## src/hbspi_pkg.sv

```systemverilog
package hbspi_pkg;
  // ==========================================================================
  // Pin lanes and widths
  localparam int ADDR_W    = 10;
  localparam int DATA_W    = 8;
  localparam int MOSI_BIT  = 0;
  localparam int MISO_BIT  = 1;
  localparam int SCLK_BIT  = 2;
  localparam int SYNC_W    = 3 + ADDR_W + DATA_W;
  // ==========================================================================
  // Boot strap and serial framing
  localparam logic [1:0] MODE_SPI_MASTER = 2'h2;
  localparam int         HDR_BITS        = 24;
  localparam int         BYTE_W          = 8;
  localparam int         CNT_W           = 12;
  localparam logic [1:0] STRAP_WAIT      = 2'h2;
  // ==========================================================================
  // Timing
  localparam int CLK_PERIOD_NS  = 10;
  localparam int SCLK_PERIOD_NS = 80;
  localparam int SCLK_HALF_CYC  = SCLK_PERIOD_NS / (2 * CLK_PERIOD_NS);
  // ==========================================================================
  // Reset values
  localparam logic [SYNC_W-1:0] SYNC_RST = {3'h7, {(ADDR_W + DATA_W){1'b0}}};

  typedef enum logic [1:0] {ST_IDLE, ST_XFER, ST_DONE} hbspi_state_e;
endpackage : hbspi_pkg

```

## src/hbspi_buf2.sv

```systemverilog
`timescale 1ns/1ps
`default_nettype none
module hbspi_buf2 #(
  parameter int W = 8
) (
  input  wire logic         core_clk,
  input  wire logic         nrst,
  input  wire logic         in_valid,
  output logic              in_ready,
  input  wire logic [W-1:0] in_data,
  output logic              out_valid,
  input  wire logic         out_ready,
  output logic      [W-1:0] out_data
);
  logic [W-1:0] mem [2];
  logic         wr_ptr;
  logic         rd_ptr;
  logic [1:0]   count;
  logic         push;
  logic         pop;

  assign in_ready  = (count != 2'h2);
  assign out_valid = (count != 2'h0);
  assign out_data  = mem[rd_ptr];
  assign push      = in_valid && in_ready;
  assign pop       = out_valid && out_ready;

  always_ff @(posedge core_clk) begin
    if (push) begin
      mem[wr_ptr] <= in_data;
    end
  end

  always_ff @(posedge core_clk) begin
    if (!nrst) begin
      wr_ptr <= 1'b0;
      rd_ptr <= 1'b0;
      count  <= 2'h0;
    end else begin
      wr_ptr <= wr_ptr ^ push;
      rd_ptr <= rd_ptr ^ pop;
      count  <= count + {1'b0, push} - {1'b0, pop};
    end
  end
endmodule : hbspi_buf2
`default_nettype wire

```

## src/hbspi_host_pins.sv

```systemverilog
// Function
// - Ten-bit host address, pin 0 least significant.
// - Eight-bit bidirectional data lane, bit 0 LSB.
// - Data pins undriven in reset or when select high; serial boot drives data 0 and 2.
// - Serial boot sends instruction, address on data 0.
// - Output data changes on edge chosen by phase.
// - Input data sampled on opposite edge to change.
// - Device drives serial clock on data 2.
// - Dedicated active-low EEPROM select in master mode.
`timescale 1ns/1ps
`default_nettype none
module hbspi_host_pins
  import hbspi_pkg::*;
#(
  parameter int HALF = hbspi_pkg::SCLK_HALF_CYC
) (
  input  wire logic                          core_clk,
  input  wire logic                          nrst,
  input  wire logic                          hardware_mode_pin,
  input  wire logic [1:0]                    mode_control_pins,
  input  wire logic                          clock_phase_select,
  input  wire logic                          host_sel_n,
  input  wire logic                          host_rd_n,
  input  wire logic                          host_wr_n,
  input  wire logic [hbspi_pkg::ADDR_W-1:0]  host_addr_pin,
  input  wire logic [hbspi_pkg::DATA_W-1:0]  host_data_in,
  output logic      [hbspi_pkg::DATA_W-1:0]  host_data_out,
  output logic      [hbspi_pkg::DATA_W-1:0]  host_data_oe,
  output logic                               eeprom_sel_n,
  output logic                               spi_mode,
  output logic      [hbspi_pkg::ADDR_W-1:0]  reg_addr,
  output logic                               reg_wr,
  output logic      [hbspi_pkg::DATA_W-1:0]  reg_wr_data,
  input  wire logic [hbspi_pkg::DATA_W-1:0]  reg_rd_data,
  input  wire logic                          boot_valid,
  output logic                               boot_ready,
  input  wire logic [7:0]                    boot_instr,
  input  wire logic [15:0]                   boot_addr,
  input  wire logic [7:0]                    boot_len,
  output logic                               boot_busy,
  output logic                               rd_valid,
  input  wire logic                          rd_ready,
  output logic      [hbspi_pkg::DATA_W-1:0]  rd_data
);
  import hbspi_pkg::*;

  // ==========================================================================
  // Input synchronisers
  logic [SYNC_W-1:0] sync1;
  logic [SYNC_W-1:0] sync2;
  logic [3:0]        strap1;
  logic [3:0]        strap2;
  logic [1:0]        miso_sync;
  logic              sel_n_s;
  logic              rd_n_s;
  logic              wr_n_s;
  logic              wr_n_prev;
  logic              pha;
  logic              miso;

  always_ff @(posedge core_clk) begin
    strap1 <= {clock_phase_select, hardware_mode_pin, mode_control_pins};
    strap2 <= strap1;
    if (!nrst) begin
      sync1     <= SYNC_RST;
      sync2     <= SYNC_RST;
      miso_sync <= 2'h0;
    end else begin
      sync1     <= {host_sel_n, host_rd_n, host_wr_n, host_addr_pin, host_data_in};
      sync2     <= sync1;
      miso_sync <= {miso_sync[0], host_data_in[MISO_BIT]};
    end
  end

  assign sel_n_s = sync2[SYNC_W-1];
  assign rd_n_s  = sync2[SYNC_W-2];
  assign wr_n_s  = sync2[SYNC_W-3];
  assign miso    = miso_sync[1];
  assign pha     = strap2[3];

  // ==========================================================================
  // Boot strap capture
  // The mode straps are read once, a fixed delay after reset release, so that
  // pins later reused as data lanes cannot flip the mode mid-boot.
  logic [1:0] strap_cnt;

  always_ff @(posedge core_clk) begin
    if (!nrst) begin
      strap_cnt <= 2'h0;
      spi_mode  <= 1'b0;
    end else begin
      if (strap_cnt != STRAP_WAIT) begin
        strap_cnt <= strap_cnt + 2'h1;
      end
      if (strap_cnt == STRAP_WAIT - 2'h1) begin
        spi_mode <= !strap2[2] && (strap2[1:0] == MODE_SPI_MASTER);
      end
    end
  end

  // ==========================================================================
  // Host register port
  logic host_rd_act;

  always_ff @(posedge core_clk) begin
    if (!nrst) begin
      reg_addr      <= '0;
      reg_wr        <= 1'b0;
      reg_wr_data   <= '0;
      wr_n_prev     <= 1'b1;
    end else begin
      reg_addr      <= sync2[DATA_W +: ADDR_W];
      wr_n_prev     <= wr_n_s;
      // Writes commit on the rising edge of the write strobe.
      reg_wr        <= !spi_mode && !sel_n_s && !wr_n_prev && wr_n_s;
      reg_wr_data   <= sync2[DATA_W-1:0];
    end
  end

  assign host_rd_act = nrst && !spi_mode && !sel_n_s && !rd_n_s;

  // ==========================================================================
  // Serial master engine
  hbspi_state_e     state;
  logic [7:0]       div_cnt;
  logic             tick;
  logic             sclk;
  logic             mosi;
  logic [HDR_BITS-1:0] tx;
  logic [CNT_W-1:0] bit_cnt;
  logic [CNT_W-1:0] total;
  logic [BYTE_W-1:0] rx_sh;
  logic             pend;
  logic [BYTE_W-1:0] pend_data;
  logic             buf_ready;
  logic             rise;
  logic             fall;
  logic             samp;
  logic             start;
  logic             all_in;

  assign tick   = (state == ST_XFER) && (div_cnt == 8'(HALF - 1));
  assign all_in = (bit_cnt == total);
  // A pending byte holds the clock low, so a stalled reader never loses data.
  assign rise   = tick && !sclk && !pend && !all_in;
  assign fall   = tick && sclk;
  assign samp   = pha ? fall : rise;
  assign start  = boot_valid && boot_ready;
  assign boot_ready = nrst && spi_mode && (state == ST_IDLE);
  assign boot_busy  = (state != ST_IDLE);

  always_ff @(posedge core_clk) begin
    if (!nrst) begin
      state   <= ST_IDLE;
      div_cnt <= 8'h0;
      sclk    <= 1'b0;
      eeprom_sel_n <= 1'b1;
      total   <= '0;
    end else begin
      case (state)
        ST_IDLE: begin
          if (start) begin
            state        <= ST_XFER;
            eeprom_sel_n <= 1'b0;
            total        <= CNT_W'(HDR_BITS) + {boot_len, 3'h0};
            div_cnt      <= 8'h0;
          end
        end
        ST_XFER: begin
          div_cnt <= tick ? 8'h0 : div_cnt + 8'h1;
          if (rise || fall) begin
            sclk <= !sclk;
          end
          if (all_in && !sclk && !pend) begin
            state        <= ST_DONE;
            eeprom_sel_n <= 1'b1;
          end
        end
        ST_DONE: begin
          state <= ST_IDLE;
        end
        default: begin
          state <= ST_IDLE;
        end
      endcase
    end
  end

  always_ff @(posedge core_clk) begin
    if (!nrst) begin
      tx   <= '0;
      mosi <= 1'b0;
    end else if (start) begin
      // Low phase needs the first bit ready before the first rising edge.
      tx   <= pha ? {boot_instr, boot_addr} : {boot_instr[6:0], boot_addr, 1'b0};
      mosi <= pha ? 1'b0 : boot_instr[7];
    end else if ((pha && rise) || (!pha && fall)) begin
      mosi <= tx[HDR_BITS-1];
      tx   <= {tx[HDR_BITS-2:0], 1'b0};
    end
  end

  always_ff @(posedge core_clk) begin
    if (!nrst) begin
      bit_cnt   <= '0;
      rx_sh     <= '0;
      pend      <= 1'b0;
      pend_data <= '0;
    end else begin
      if (start) begin
        bit_cnt <= '0;
      end else if (samp) begin
        bit_cnt <= bit_cnt + CNT_W'(1);
        rx_sh   <= {rx_sh[BYTE_W-2:0], miso};
      end
      if (pend && buf_ready) begin
        pend <= 1'b0;
      end
      if (samp && (bit_cnt >= CNT_W'(HDR_BITS)) && (bit_cnt[2:0] == 3'h7)) begin
        pend      <= 1'b1;
        pend_data <= {rx_sh[BYTE_W-2:0], miso};
      end
    end
  end

  hbspi_buf2 #(
    .W (BYTE_W)
  ) u_buf (
    .core_clk  (core_clk),
    .nrst      (nrst),
    .in_valid  (pend),
    .in_ready  (buf_ready),
    .in_data   (pend_data),
    .out_valid (rd_valid),
    .out_ready (rd_ready),
    .out_data  (rd_data)
  );

  // ==========================================================================
  // Pin drive
  always_comb begin
    host_data_oe = {DATA_W{host_rd_act}};
    if (nrst && spi_mode) begin
      host_data_oe           = '0;
      host_data_oe[MOSI_BIT] = 1'b1;
      host_data_oe[SCLK_BIT] = 1'b1;
    end
  end

  // Read data loads only during a read, so boot mode starts with idle serial lanes.
  always_ff @(posedge core_clk) begin
    if (!nrst) begin
      host_data_out <= '0;
    end else if (spi_mode) begin
      host_data_out[MOSI_BIT] <= mosi;
      host_data_out[SCLK_BIT] <= sclk;
    end else if (host_rd_act) begin
      host_data_out <= reg_rd_data;
    end
  end
endmodule : hbspi_host_pins
`default_nettype wire

```

## config.mk

```make
export PLATFORM = sky130hd
export DESIGN_NAME = hbspi_host_pins
export DESIGN_NICKNAME = d
export VERILOG_FILES = /design/src/hbspi_pkg.sv /design/src/hbspi_buf2.sv /design/src/hbspi_host_pins.sv
export SDC_FILE = /design/constraint.sdc
export NUM_CORES = 1
export LEC_CHECK = 0
export BUFFER_PORTS_ARGS = -buffer_cell sky130_fd_sc_hd__buf_4
export CORE_MARGIN = 3
export CORE_UTILIZATION = 45
export DETAILED_ROUTE_END_ITERATION = 10
export HOLD_SLACK_MARGIN = 0.05
export PLACE_DENSITY_LB_ADDON = 0.05
export SLEW_MARGIN = 20
export SYNTH_ARGS = -nofsm -noshare
export SYNTH_HDL_FRONTEND = slang
export SYNTH_HIERARCHICAL = 1
export SYNTH_SLANG_ARGS = --single-unit
export TNS_END_PERCENT = 20
```

## constraint.sdc

```tcl
create_clock -name core_clk -period 3 [get_ports core_clk]
set_input_delay 0.15 -clock core_clk [delete_from_list [all_inputs] [get_ports core_clk]]
set_output_delay 0.15 -clock core_clk [all_outputs]
set_load 0.005 [all_outputs]
```

==> results by group <==
Synth
  • Synth unique cells: 53
  • Yosys top cell by area: dfxtp_1
  • Synthesis warning total: 6
  • Flops & latches, synth: about 180
  • Syn avg cell area: approximately 9.9 um^2
  • Syn_nets: around 780
  • Post-synth top area share: 0.462
  • Post-Syn Area: ~0.0069 mm^2
  • Post-synthesis async set-or-reset flop share: 0
  • Register area share after synthesis: 0.531
  • Synth area leaders: dfxtp_1 46%, mux2i_1 8.8%, edfxtp_1 6.9%
  • Post-synth top flop: dfxtp_1
  • Post-Syn Instances: around 700
  • Post-synth EDFFs: 16

Critical path
  • Critical Path Fanout Max: 9
  • R2r setup slk: 0.33 ns
  • Slowest cell on crit path: or4_1
  • R2r endpoint: bit_cnt[5]
  • Slowest cell delay on critical path: 0.58 ns
  • R2R Path Start: div_cnt[0]
  • Setup crit end kind: flip-flop
  • Crit-path cells: ha_1 -> or4b_4 -> or3_1 -> or4_1 -> or3_1 -> a21oi_1
  • Arrival time at the worst endpoint: 3.03 ns
  • Worst reg2reg path depth: 6
  • Startpoint types: flip-flop
  • Crit path kind: flip-flop to flip-flop
  • Worst EP required: roughly 3.4 ns
  • Most common cell on crit path: or3_1

Job
  • Maxcap violations: 0

Drt
  • Final ANT Viol Nets: 0
  • Vias per std cell: 5.05
  • Final wirelength: between 10000 and 15000 um
  • WL/cell: approximately 13 um
  • Number of DRC markers in iteration 0: 190
  • DRC Markers: 0
  • Via count: approximately 5.2k
  • First-pass DRT Iterations: 4

GRT
  • Initial antenna violation count: 0
  • M2 GR Usage: 0.270
  • Pin count of the biggest net entering global routing: 84
  • Vias in the first global route: between 4k and 5k
  • GRT busiest layer: met2
  • GR Layer Usage met3: 0.0508
  • M1 GR Usage: 0.211
  • First-pass GRT wire length: roughly 23000 um
  • GRT overflow: 0
  • GR Util All Layers: 0.168

Finish
  • Proportion of layout cells with a drive suffix above 1: 0.208
  • Final instance area: around 0.0090 mm^2
  • Fin nets: around 920
  • Antenna cells: 0
  • Area added between synthesis and finish: 29.0%
  • # fillers: between 1k and 1.5k

Clock network
  • Max clock buf depth: 2
  • Cts repair resizes: 0
  • Clock sinks: 176
  • Root Driver: clkbuf_16
  • Clock Latency Late Sink: 0.42 ns
  • CTS buffer count: 17
  • CTS clk-pin slew, worst paths: approximately 0.07 ns
  • TritonCTS clock tree: yes
  • Max H-tree Level: 4

STA
  • Fin. max-slew vios: 0
  • F_max: between 300 and 400 MHz
  • # setup viols final: 0
  • Worst Max-Slew Pin Slew: ~0.64 ns
  • Tcrit/Tclk final: 0.891
  • Tmin final: about 2.7 ns
  • Fin Clk Skew: ~0.0094 ns
  • Worst hold slack: roughly 0.074 ns
  • Fin. Hold Viols: 0
  • Normalized max-slew margin: 0.573
  • RSZ-0062 raised after global routing: false
  • Fin Setup TNS: 0 ns

Worst hold path
  • Hold depth: 4
  • Worst Hold End: total[6]
  • Worst hold path class: input port to flip-flop
  • Worst hold start: boot_len[3]

Placement
  • Placer Congestion: a little under 0.8
  • DP Wirelength: 9390 um
  • Placed inst area: between 0.007 and 0.008 mm^2
  • Port bufs: around 120

Die
  • I/O Pins: between 100 and 150
  • Core Region: about 0.015 mm^2
  • Chip Width: roughly 130 um
  • Starting density of the core: 0.469
  • Site row count: 44
  • Die height: 130 um
  • Die area: between 0.015 and 0.02 mm^2

Outcome
  • Status: completed

Pwr
  • Worst VDD drop: about 0.40 mV
  • PwrDens: 561 mW/mm^2
  • Leakage: roughly 0.0038 uW
logic make-up after synthesis:
group | synth area share
flops | 0.531
buf+inv | 0.0344
mux | 0.101
xor+xnor | 0.0215
fa+ha+maj | 0.0162
compound gates | 0.0923
simple gates | 0.204
report_power, final:
part / total, uW / leakage, uW / internal (uW) / switching (uW)
combinational: 342 / 0.00202 / 187 / 156
clock: 2230 / 0.000303 / 1150 / 1080
sequential: 2450 / 0.00145 / 2420 / 26.2
total: 5020 / 0.00378 / 3760 / 1260
worst max-delay path: cells and delay by family (launching register included):
| family | cells | cell delay [ns] |
|---|---|---|
| flops | 1 | 0.36 |
| compound gates | 1 | 0.14 |
| simple gates | 4 | 1.90 |
| fa+ha+maj | 1 | 0.21 |
worst max path at each step:
stage | start | end | depth (start not counted)
2_1_floorplan | div_cnt[0] | bit_cnt[8] | 7
3_3_place_gp | div_cnt[0] | bit_cnt[7] | 6
3_5_place_dp | div_cnt[0] | bit_cnt[9] | 6
4_1_cts | div_cnt[0] | bit_cnt[5] | 6
5_1_grt | div_cnt[0] | rx_sh[3] | 6
6_report | div_cnt[0] | bit_cnt[5] | 6
per-layer routing:
layer  vias up  wire length, um
li1       2718                -
met2       105             6470
met4         0              237
met5         -                0
met3        21              718
met1      2405             6390
flip-flops by register name, summed over array words and instances, names as in the netlist, 2 cells and up, named ones only:
signal	cells
u_buf/mem	16
sync1	21
strap_cnt	2
strap1	4
strap2	4
total	9
state	2
div_cnt	8
u_buf/count	2
reg_addr	10
host_data_out	8
sync2	21
bit_cnt	12
reg_wr_data	8
tx	24
rx_sh	7
pend_data	8
placed cells by master (no fill, tap or decap), types with 3 or more instances in the layout:
cell           count
mux2i_1           61
and2_1            59
clkbuf_16         17
clkinv_8           8
ha_1               9
nand2b_1          12
o211ai_1          24
o21ai_0           32
nor3_1             6
nor2b_1            4
a31o_2             3
edfxtp_1          16
nor2_1            28
nand2_1          100
a22oi_1            3
mux2_2             8
a21oi_1           23
buf_4            127
a31oi_1            4
xnor2_1           14
or4_1              8
nor4b_1            3
dlygate4sd3_1     38
xor2_1             3
nand3b_1           6
nand3_1           12
nand4_1            7
and3_1             4
or3_1             10
inv_1             12
dfxtp_1          160
area by class of cell:
cell class,instances,area [um^2],area share
clock buffers,17,425,0.0475
clock inverters,15,209,0.0233
inverters,12,45.0,0.00503
multi-input cells,471,3030,0.338
flip-flops and latches,176,3680,0.411
well taps,184,230,0.0257
repair buffers,165,1330,0.149
what timing repair did:
| item | in CTS | in global routing |
|---|---|---|
| hold buffers | 38 | 0 |
| buffers inserted | 0 | 0 |
| endpoints found under the hold margin | 39 | 0 |
synthesized netlist by cell type (2+ instances only):
| cell type | count |
|---|---|
| dfxtp_1 | 160 |
| nand2_1 | 100 |
| mux2i_1 | 61 |
| and2_1 | 60 |
| o21ai_0 | 32 |
| clkbuf_1 | 31 |
| nor2_1 | 28 |
| o211ai_1 | 24 |
| a21oi_1 | 23 |
| edfxtp_1 | 16 |
| xnor2_1 | 14 |
| inv_1 | 12 |
| nand2b_1 | 12 |
| nand3_1 | 12 |
| or3_1 | 10 |
| ha_1 | 9 |
| mux2_2 | 8 |
| or4_1 | 8 |
| nand4_1 | 7 |
| buf_1 | 6 |
| buf_4 | 6 |
| nand3b_1 | 6 |
| nor3_1 | 6 |
| a31oi_1 | 4 |
| and3_1 | 4 |
| nor2b_1 | 4 |
| a22oi_1 | 3 |
| a31o_2 | 3 |
| nor4b_1 | 3 |
| xor2_1 | 3 |
| a211oi_1 | 2 |
| a21o_1 | 2 |
| nor3b_1 | 2 |
| nor4_1 | 2 |
| o31ai_1 | 2 |
| or2_2 | 2 |
stage by stage:
stage	worst slack [ns]	power (uW)	utilization	cells
final	0.326	5020	0.605	1040
after global routing	0.121	5220	0.605	1040
after CTS	0.304	5080	0.605	1040
after detailed placement	0.343	2810	0.536	970
after global placement	0.385	2790	0.536	970
after floorplan	0.496	2670	-	704
Power figures use the tool's default switching activity.
